==> config.mk <==
export PLATFORM = sky130hd
export DESIGN_NAME = coord_cmd_engine_flat
export DESIGN_NICKNAME = d
export VERILOG_FILES = /design/src/verilog/coord_cmd_pkg.sv /design/src/verilog/coord_cmd_if.sv /design/src/verilog/coord_cmd_engine.sv /design/src/flat_wrapper.sv
export SDC_FILE = /design/constraint.sdc
export NUM_CORES = 1
export LEC_CHECK = 0
export BUFFER_PORTS_ARGS = -buffer_cell sky130_fd_sc_hd__buf_2
export CORE_ASPECT_RATIO = 1.75
export CORE_MARGIN = 5
export CORE_UTILIZATION = 35
export DETAILED_ROUTE_END_ITERATION = 10
export HOLD_SLACK_MARGIN = 0.05
export PLACE_DENSITY = 0.56
export SLEW_MARGIN = 10
export SYNTH_ARGS = -nofsm -noshare
export SYNTH_HDL_FRONTEND = slang
export SYNTH_SLANG_ARGS = --single-unit
export TNS_END_PERCENT = 1
==> constraint.sdc <==
create_clock -name core_clk -period 7.65 [get_ports core_clk]
set_input_delay 0.3825 -clock core_clk [delete_from_list [all_inputs] [get_ports core_clk]]
set_output_delay 0.3825 -clock core_clk [all_outputs]
set_load 0.005 [all_outputs]
==> src/verilog/coord_cmd_pkg.sv <==
// Package of shared constants and types for the coordinate command blocks
package coord_cmd_pkg;
    // ========================================
    // Command word layout
    localparam int          WORD_W       = 16;
    localparam int          OPC_W        = 5;
    localparam int          OPC_LSB      = 11;
    localparam int          MODE_W       = 11;
    localparam int          MODE_LSB     = 0;
    localparam logic [4:0]  OPC_MOVE_ABS = 5'h10;
    localparam logic [4:0]  OPC_MOVE_REL = 5'h11;
    localparam logic [4:0]  OPC_OFS_ABS  = 5'h12;
    localparam logic [4:0]  OPC_OFS_REL  = 5'h13;
    localparam logic [10:0] MODE_ZERO    = 11'h000;
    localparam logic [15:0] COORD_RESET  = 16'h0000;

    typedef logic signed [WORD_W-1:0] coord_t;
    typedef logic [OPC_W-1:0]         opcode_t;
endpackage

==> src/verilog/coord_cmd_if.sv <==
// Interface carrying command words from list builder to coordinate engine
`timescale 1ns/100ps
interface coord_cmd_if;
    logic        valid;
    logic        ready;
    logic [15:0] word;

    modport host (output valid, output word, input ready);
    modport engine (input valid, input word, output ready);
endinterface

==> src/verilog/coord_cmd_engine.sv <==
// Coordinate command interpreter: current pointer and local offset state
`timescale 1ns/100ps
module coord_cmd_engine
    import coord_cmd_pkg::*;
(
    // Clock and reset
    input  wire logic                  core_clk,
    input  wire logic                  rst,
    // Command link
    coord_cmd_if.engine                cmd,
    // Drawing side: absolute drawing scratch and relative drawing end vertex
    input  wire logic                  abs_draw_wr,
    input  wire coord_cmd_pkg::coord_t abs_draw_x,
    input  wire coord_cmd_pkg::coord_t abs_draw_y,
    input  wire logic                  rel_draw_done,
    input  wire coord_cmd_pkg::coord_t rel_end_x,
    input  wire coord_cmd_pkg::coord_t rel_end_y,
    // Raw coordinate from a drawing command, returned with offset applied
    input  wire coord_cmd_pkg::coord_t raw_x,
    input  wire coord_cmd_pkg::coord_t raw_y,
    output coord_cmd_pkg::coord_t      abs_x,
    output coord_cmd_pkg::coord_t      abs_y,
    // State for later drawing commands
    output coord_cmd_pkg::coord_t      pointer_x,
    output coord_cmd_pkg::coord_t      pointer_y,
    output coord_cmd_pkg::coord_t      offset_x,
    output coord_cmd_pkg::coord_t      offset_y,
    output logic                       cmd_done,
    output logic                       cmd_bad
);
    // ========================================
    // Command sequencer
    typedef enum logic [2:0] {
        ST_OP = 3'b001,
        ST_X  = 3'b010,
        ST_Y  = 3'b100
    } state_e;

    state_e  state_reg, state_next;
    opcode_t op_reg, op_next;
    coord_t  xp_reg, xp_next;
    logic    done_reg, done_next, bad_reg, bad_next;
    coord_t  px_reg, px_next, py_reg, py_next;
    coord_t  ox_reg, ox_next, oy_reg, oy_next;
    coord_t  bx_reg, bx_next, by_reg, by_next;
    coord_t  ax_reg, ax_next, ay_reg, ay_next;
    opcode_t word_op;
    coord_t  word_val;
    logic    frame_end;

    assign word_op   = cmd.word[OPC_LSB +: OPC_W];
    assign word_val  = coord_t'(cmd.word);
    // Always ready: every word is consumed in one cycle
    assign cmd.ready = 1'b1;
    // Y word of a frame: the command takes effect on this edge
    assign frame_end = (state_reg == ST_Y) && cmd.valid;

    always_comb begin
        state_next = state_reg;
        op_next    = op_reg;
        xp_next    = xp_reg;
        done_next  = 1'b0;
        bad_next   = 1'b0;
        unique case (state_reg)
            ST_OP: begin
                if (cmd.valid) begin
                    op_next = word_op;
                    if (word_op inside {OPC_MOVE_ABS, OPC_MOVE_REL, OPC_OFS_ABS,
                                        OPC_OFS_REL}) begin
                        state_next = ST_X;
                    end else begin
                        // Unknown word is dropped; the next one is read as an opcode
                        bad_next = 1'b1;
                    end
                end
            end
            ST_X: begin
                if (cmd.valid) begin
                    xp_next    = word_val;
                    state_next = ST_Y;
                end
            end
            ST_Y: begin
                if (cmd.valid) begin
                    state_next = ST_OP;
                    done_next  = 1'b1;
                end
            end
            default: begin
                state_next = ST_OP;
            end
        endcase
    end

    always_ff @(posedge core_clk) begin
        if (rst) begin
            state_reg <= ST_OP;
            op_reg    <= OPC_MOVE_ABS;
            xp_reg    <= COORD_RESET;
            done_reg  <= 1'b0;
            bad_reg   <= 1'b0;
        end else begin
            state_reg <= state_next;
            op_reg    <= op_next;
            xp_reg    <= xp_next;
            done_reg  <= done_next;
            bad_reg   <= bad_next;
        end
    end

    // ========================================
    // Current pointer
    always_comb begin
        px_next = px_reg;
        py_next = py_reg;
        // Scratch writes by absolute drawing; pointer is not valid after
        if (abs_draw_wr) begin
            px_next = abs_draw_x;
            py_next = abs_draw_y;
        end
        // Relative drawing leaves its last vertex as the pointer
        if (rel_draw_done) begin
            px_next = rel_end_x;
            py_next = rel_end_y;
        end
        // Stored position carries the offset; offset commands leave it alone
        if (frame_end && (op_reg == OPC_MOVE_ABS)) begin
            px_next = coord_t'(xp_reg + ox_reg);
            py_next = coord_t'(word_val + oy_reg);
        end
        // Displacements move the stored position; no offset on top of them
        if (frame_end && (op_reg == OPC_MOVE_REL)) begin
            px_next = coord_t'(px_reg + xp_reg);
            py_next = coord_t'(py_reg + word_val);
        end
    end

    always_ff @(posedge core_clk) begin
        if (rst) begin
            px_reg <= COORD_RESET;
            py_reg <= COORD_RESET;
        end else begin
            px_reg <= px_next;
            py_reg <= py_next;
        end
    end

    // ========================================
    // Local offset and the base that relative offsets build on
    always_comb begin
        ox_next = ox_reg;
        oy_next = oy_reg;
        bx_next = bx_reg;
        by_next = by_reg;
        if (frame_end && (op_reg == OPC_OFS_ABS)) begin
            ox_next = xp_reg;
            oy_next = word_val;
            bx_next = xp_reg;
            by_next = word_val;
        end
        // Relatives do not accumulate: each starts from the last absolute one
        if (frame_end && (op_reg == OPC_OFS_REL)) begin
            ox_next = coord_t'(bx_reg + xp_reg);
            oy_next = coord_t'(by_reg + word_val);
        end
    end

    always_ff @(posedge core_clk) begin
        if (rst) begin
            // Offset is undefined to software; zero only for determinism
            ox_reg <= COORD_RESET;
            oy_reg <= COORD_RESET;
            bx_reg <= COORD_RESET;
            by_reg <= COORD_RESET;
        end else begin
            ox_reg <= ox_next;
            oy_reg <= oy_next;
            bx_reg <= bx_next;
            by_reg <= by_next;
        end
    end

    // ========================================
    // Coordinate adjust for drawing commands
    always_comb begin
        // Offset is added to every coordinate handed in
        ax_next = coord_t'(raw_x + ox_reg);
        ay_next = coord_t'(raw_y + oy_reg);
    end

    always_ff @(posedge core_clk) begin
        if (rst) begin
            ax_reg <= COORD_RESET;
            ay_reg <= COORD_RESET;
        end else begin
            ax_reg <= ax_next;
            ay_reg <= ay_next;
        end
    end

    // ========================================
    // Outputs

    assign pointer_x = px_reg;
    assign pointer_y = py_reg;
    assign offset_x  = ox_reg;
    assign offset_y  = oy_reg;
    assign abs_x     = ax_reg;
    assign abs_y     = ay_reg;
    assign cmd_done  = done_reg;
    assign cmd_bad   = bad_reg;
endmodule

==> src/flat_wrapper.sv <==
// flat-port wrapper written by rule: the top's interface ports become plain ports
module coord_cmd_engine_flat import coord_cmd_pkg::*;
  (core_clk, rst, abs_draw_wr, abs_draw_x, abs_draw_y, rel_draw_done, rel_end_x, rel_end_y, raw_x, raw_y, abs_x, abs_y, pointer_x, pointer_y, offset_x, offset_y, cmd_done, cmd_bad, cmd_valid, cmd_word, cmd_ready);
  coord_cmd_if cmd_i ();
  input  wire logic core_clk;
  input  wire logic rst;
  input  wire logic abs_draw_wr;
  input  wire coord_cmd_pkg::coord_t abs_draw_x;
  input  wire coord_cmd_pkg::coord_t abs_draw_y;
  input  wire logic rel_draw_done;
  input  wire coord_cmd_pkg::coord_t rel_end_x;
  input  wire coord_cmd_pkg::coord_t rel_end_y;
  input  wire coord_cmd_pkg::coord_t raw_x;
  input  wire coord_cmd_pkg::coord_t raw_y;
  output coord_cmd_pkg::coord_t abs_x;
  output coord_cmd_pkg::coord_t abs_y;
  output coord_cmd_pkg::coord_t pointer_x;
  output coord_cmd_pkg::coord_t pointer_y;
  output coord_cmd_pkg::coord_t offset_x;
  output coord_cmd_pkg::coord_t offset_y;
  output logic cmd_done;
  output logic cmd_bad;
  input wire logic [$bits(cmd_i.valid)-1:0] cmd_valid;
  input wire logic [$bits(cmd_i.word)-1:0] cmd_word;
  output wire logic [$bits(cmd_i.ready)-1:0] cmd_ready;
  assign cmd_i.valid = cmd_valid;
  assign cmd_i.word = cmd_word;
  assign cmd_ready = cmd_i.ready;
  coord_cmd_engine u_core (.core_clk(core_clk), .rst(rst), .cmd(cmd_i), .abs_draw_wr(abs_draw_wr), .abs_draw_x(abs_draw_x), .abs_draw_y(abs_draw_y), .rel_draw_done(rel_draw_done), .rel_end_x(rel_end_x), .rel_end_y(rel_end_y), .raw_x(raw_x), .raw_y(raw_y), .abs_x(abs_x), .abs_y(abs_y), .pointer_x(pointer_x), .pointer_y(pointer_y), .offset_x(offset_x), .offset_y(offset_y), .cmd_done(cmd_done), .cmd_bad(cmd_bad));
endmodule
==> results.md <==
- The flow ran to the end, and the final reports show no timing, DRC or antenna violations.
- In this run the worst path has a maximum fanout of 9.
- The final weighted congestion in routability-driven placement is 0.903.
- The die is 146 µm wide.
- The sink count of the clock tree is 154.
- The part of the Yosys area used for sequential elements is 27.1%.
- The wire length of the first global-routing pass is 64,100 µm.
- The global-route congestion overflow total is 0.
- For the worst-skew pair, the clock arrives at the later sink with an insertion delay of 0.46 ns.
- The clock edge transition at the registers on the reported setup and hold paths is 0.07 ns.
- The slew at the pin closest to its max-slew limit is 1.23 ns.
- The worst-case setup slack after placement is 4.45 ns.
- The number of global-route vias before repair was 11,538.
- The mean cell area of the mapped netlist is 7.89 µm².
- The post-synthesis instance total is 1,443.
- For this run, the top clock speed supported by timing is 312 MHz.
- The deepest clock path buffer count is 2.
- The type of the setup path with the least slack is register to register.
- After clock tree synthesis, the setup repair step added 0 buffers.
- TritonCTS built the clock tree.
- The buffers plus inverters on the worst setup path is 0.
- Hold repair after CTS inserted 0 buffers.
- The warning count from the yosys run is 0.
- The total negative slack for setup checks is 0 ns.
- In this run, synthesis inferred 0 flip-flops with an integrated enable.
- The number of cells upsized or downsized after cts is 0.
- The endpoint class of the critical path is a register.
- The worst slew margin relative to its limit is 17.9%.
- The minimum clock period is 3.20 ns.
- The initial antenna violation count is 0.
- Setup violations remaining at the end of the flow were counted as 0.
- The count of final max-slew check failures is 0.
- The tree is rooted in a sky130_fd_sc_hd__clkbuf_16.
- The post-route netlist has 17.2% of its cells at a drive strength greater than 1.
- After layout, the worst setup slack is 4.45 ns.
- The initial core utilization is 35.3%.
- The number of violations reported at the end of detailed-routing iteration 0 is 513.
- Entering global routing, the biggest net connects 80 pins.
- The port buffer count is 214.
- The worst min-delay path class is input port to register.
- In the routed design, unresolved DRC markers number 0.
- The height of the chip is 249 µm.
- Across the routed clock network, the largest skew measured is 0.00899 ns.
- The family with the most delay on the worst path is compound AO/OA/AOI/OAI gates.
- Summing over every cut layer, the via total after detailed routing is 11,293.
- The count of endpoints failing hold in the final timing report is 0.
- The number of nets with antenna violations after detailed routing is 0.
- For this design the top-level I/O count stands at 216.
- The average vias per placed instance is 5.56.
- Yosys attributes the largest share of cell area to sky130_fd_sc_hd__dfxtp_1 27%, sky130_fd_sc_hd__ha_1 13%, sky130_fd_sc_hd__a21oi_1 6.9%, sky130_fd_sc_hd__nand2_1 6.4%, sky130_fd_sc_hd__nor2_1 4.7%.
- The H-tree was split into 4 levels.
- STA puts the critical path data arrival time at 3.56 ns.
- The final HPWL from detailed placement is 32,400 µm.
- The post-synthesis cell area is 11,400 µm².
- The synthesized design spends more area on one cell type than any other, namely sky130_fd_sc_hd__dfxtp_1.
- The total area inside the core boundary comes to 32,200 µm².
- The total die area is 36,400 µm².
- The pre-antenna-repair detailed-routing pass consisted of 5 iterations.
- Dividing total power by cell area gives a power density of 150 nW/µm².
- Wires add up to 41,700 µm.
- The number of buffers inserted during clock tree synthesis is 17.
- Setup repair after global routing left no endpoint under its margin.
- The synthesized netlist contains 68 unique library cells.
- The critical path goes through ha_1 > a21oi_1 > o21ai_0 > a2111oi_2 > or3_1 > a21oi_1 > o21a_1 > or3_1 > a311oi_1.
- Row generation in the floorplan step produced 87 rows.
- The critical path's largest stage delay is 0.62 ns.
- The leakage dissipation is 6.09 nW.
- The layout-stage area growth over the synthesis result is 17.4%.
- The most common cell in the synthesized netlist is sky130_fd_sc_hd__nand2_1.
- The worst ir drop on vdd is 0.154 mV.
- After layout, the worst path uses 41.9% of the clock period.
- Synthesis inferred 154 register bits.
- The mean routed wirelength per cell is 20.5 µm.
- The number of nets in the layout is 1,863.
- The required time of the critical path is 8.01 ns.
- The worst setup path is launched from a register.
- The number of max-capacitance violations reported is 0.
- The dominant synthesized flop cell is sky130_fd_sc_hd__dfxtp_1.
- The slowest stage of the critical path belongs to the cell sky130_fd_sc_hd__dfxtp_1.
- Global routing used 22.5% of the available tracks.
- Counting flops with an async set or reset pin after synthesis yields a share of 0%.
- The net count after synthesis is 1,688.
- Counting instances in the post-synthesis netlist gives the leading cell types as 194 x sky130_fd_sc_hd__nand2_1, 158 x sky130_fd_sc_hd__a21oi_1, 154 x sky130_fd_sc_hd__dfxtp_1.
- The antenna diode count is 0.
- The share of Yosys cell area claimed by the top area cell type is 27.1%.
-- cells by family (layout without fill, tap and decap cells) --
| logic type | Yosys count | after routing | synth area share [%] |
|---|---|---|---|
| and+or+nand+nor | 480 | 480 | 18.9 |
| AOI/OAI and AO/OA | 456 | 456 | 25.7 |
| DFF | 154 | 154 | 27.1 |
| adders and majority gates | 128 | 128 | 14.6 |
| buffers and inverters | 92 | 280 | 3.07 |
| xor gates and xnor gates | 89 | 89 | 6.85 |
| muxes | 43 | 43 | 3.81 |
| other | 1 | 1 | 0.0329 |
-- power breakdown --
| group | internal (W) | total (W) | switching [W] |
|---|---|---|---|
| Clock | 0.000462 | 0.000856 | 0.000394 |
| Sequential | 0.000826 | 0.000846 | 0.0000204 |
| Combinational | 0.000127 | 0.000297 | 0.000170 |
-- layer usage --
metal,up-vias,track usage [%],wire length (µm)
met5,-,0,0
met4,0,12.4,2330
met3,101,3.66,1360
met2,287,43.3,22600
met1,5306,22.7,15500
li1,5599,-,-
-- final cells by class --
class | count | area, µm²
Sequential cell | 154 | 3080
Tap cell | 400 | 500
Fill cell | 3352 | 18900
Clock buffer | 18 | 439
Multi-Input combinational cell | 1197 | 7970
Clock inverter | 14 | 138
Inverter | 24 | 90.1
Timing Repair Buffer | 224 | 1150
-- path summary, 6_finish.rpt --
| path | start | slack [ns] | depth (start not counted) | end |
|---|---|---|---|---|
| setup / recovery | u_core.xp_reg[1] | 4.45 | 9 | u_core.offset_x[15] |
| hold / removal | cmd_word[2] | 0.24 | 3 | u_core.by_reg[2] |
| setup reg to reg | u_core.xp_reg[1] | 4.45 | 9 | u_core.offset_x[15] |
| hold reg to reg | u_core.bx_reg[5] | 0.46 | 2 | u_core.bx_reg[5] |
-- through the flow --
stage	total power [W]	cells	instance area, µm²	hold slack (ns)	util [%]
CTS	0.00202	2031	13400	0.213	41.5
floorplan	0.00104	1443	11400	0.433	-
global placement	0.00116	1999	12800	0.444	39.7
finish	0.00200	2031	13400	0.237	41.5
global route	0.00209	2031	13400	0.236	41.5
detailed placement	0.00116	1999	12800	0.453	39.7
-- cells in the final DEF, fill, tap and decap left out, types with 11 or more instances in the layout --
cell	n
sky130_fd_sc_hd__a211oi_1	56
sky130_fd_sc_hd__a21o_1	34
sky130_fd_sc_hd__a21oi_1	158
sky130_fd_sc_hd__a311oi_1	11
sky130_fd_sc_hd__a31oi_1	17
sky130_fd_sc_hd__and3_1	16
sky130_fd_sc_hd__buf_2	213
sky130_fd_sc_hd__buf_4	11
sky130_fd_sc_hd__clkbuf_16	17
sky130_fd_sc_hd__dfxtp_1	153
sky130_fd_sc_hd__ha_1	120
sky130_fd_sc_hd__inv_1	24
sky130_fd_sc_hd__mux2i_1	40
sky130_fd_sc_hd__nand2_1	194
sky130_fd_sc_hd__nand2b_1	14
sky130_fd_sc_hd__nand3_1	17
sky130_fd_sc_hd__nor2_1	142
sky130_fd_sc_hd__nor2b_1	11
sky130_fd_sc_hd__nor3_1	29
sky130_fd_sc_hd__o211ai_1	22
sky130_fd_sc_hd__o21a_1	16
sky130_fd_sc_hd__o21ai_0	69
sky130_fd_sc_hd__o21bai_1	15
sky130_fd_sc_hd__or3_1	14
sky130_fd_sc_hd__xnor2_1	56
sky130_fd_sc_hd__xor2_1	33
-- worst reg2reg max path: stages (launching register included) --
cell	delay (ns)
sky130_fd_sc_hd__dfxtp_1	0.62
sky130_fd_sc_hd__ha_1	0.34
sky130_fd_sc_hd__a21oi_1	0.24
sky130_fd_sc_hd__o21ai_0	0.19
sky130_fd_sc_hd__a2111oi_2	0.59
sky130_fd_sc_hd__or3_1	0.24
sky130_fd_sc_hd__a21oi_1	0.09
sky130_fd_sc_hd__o21a_1	0.20
sky130_fd_sc_hd__or3_1	0.34
sky130_fd_sc_hd__a311oi_1	0.26
No activity file was read; power rests on OpenSTA's default activity.
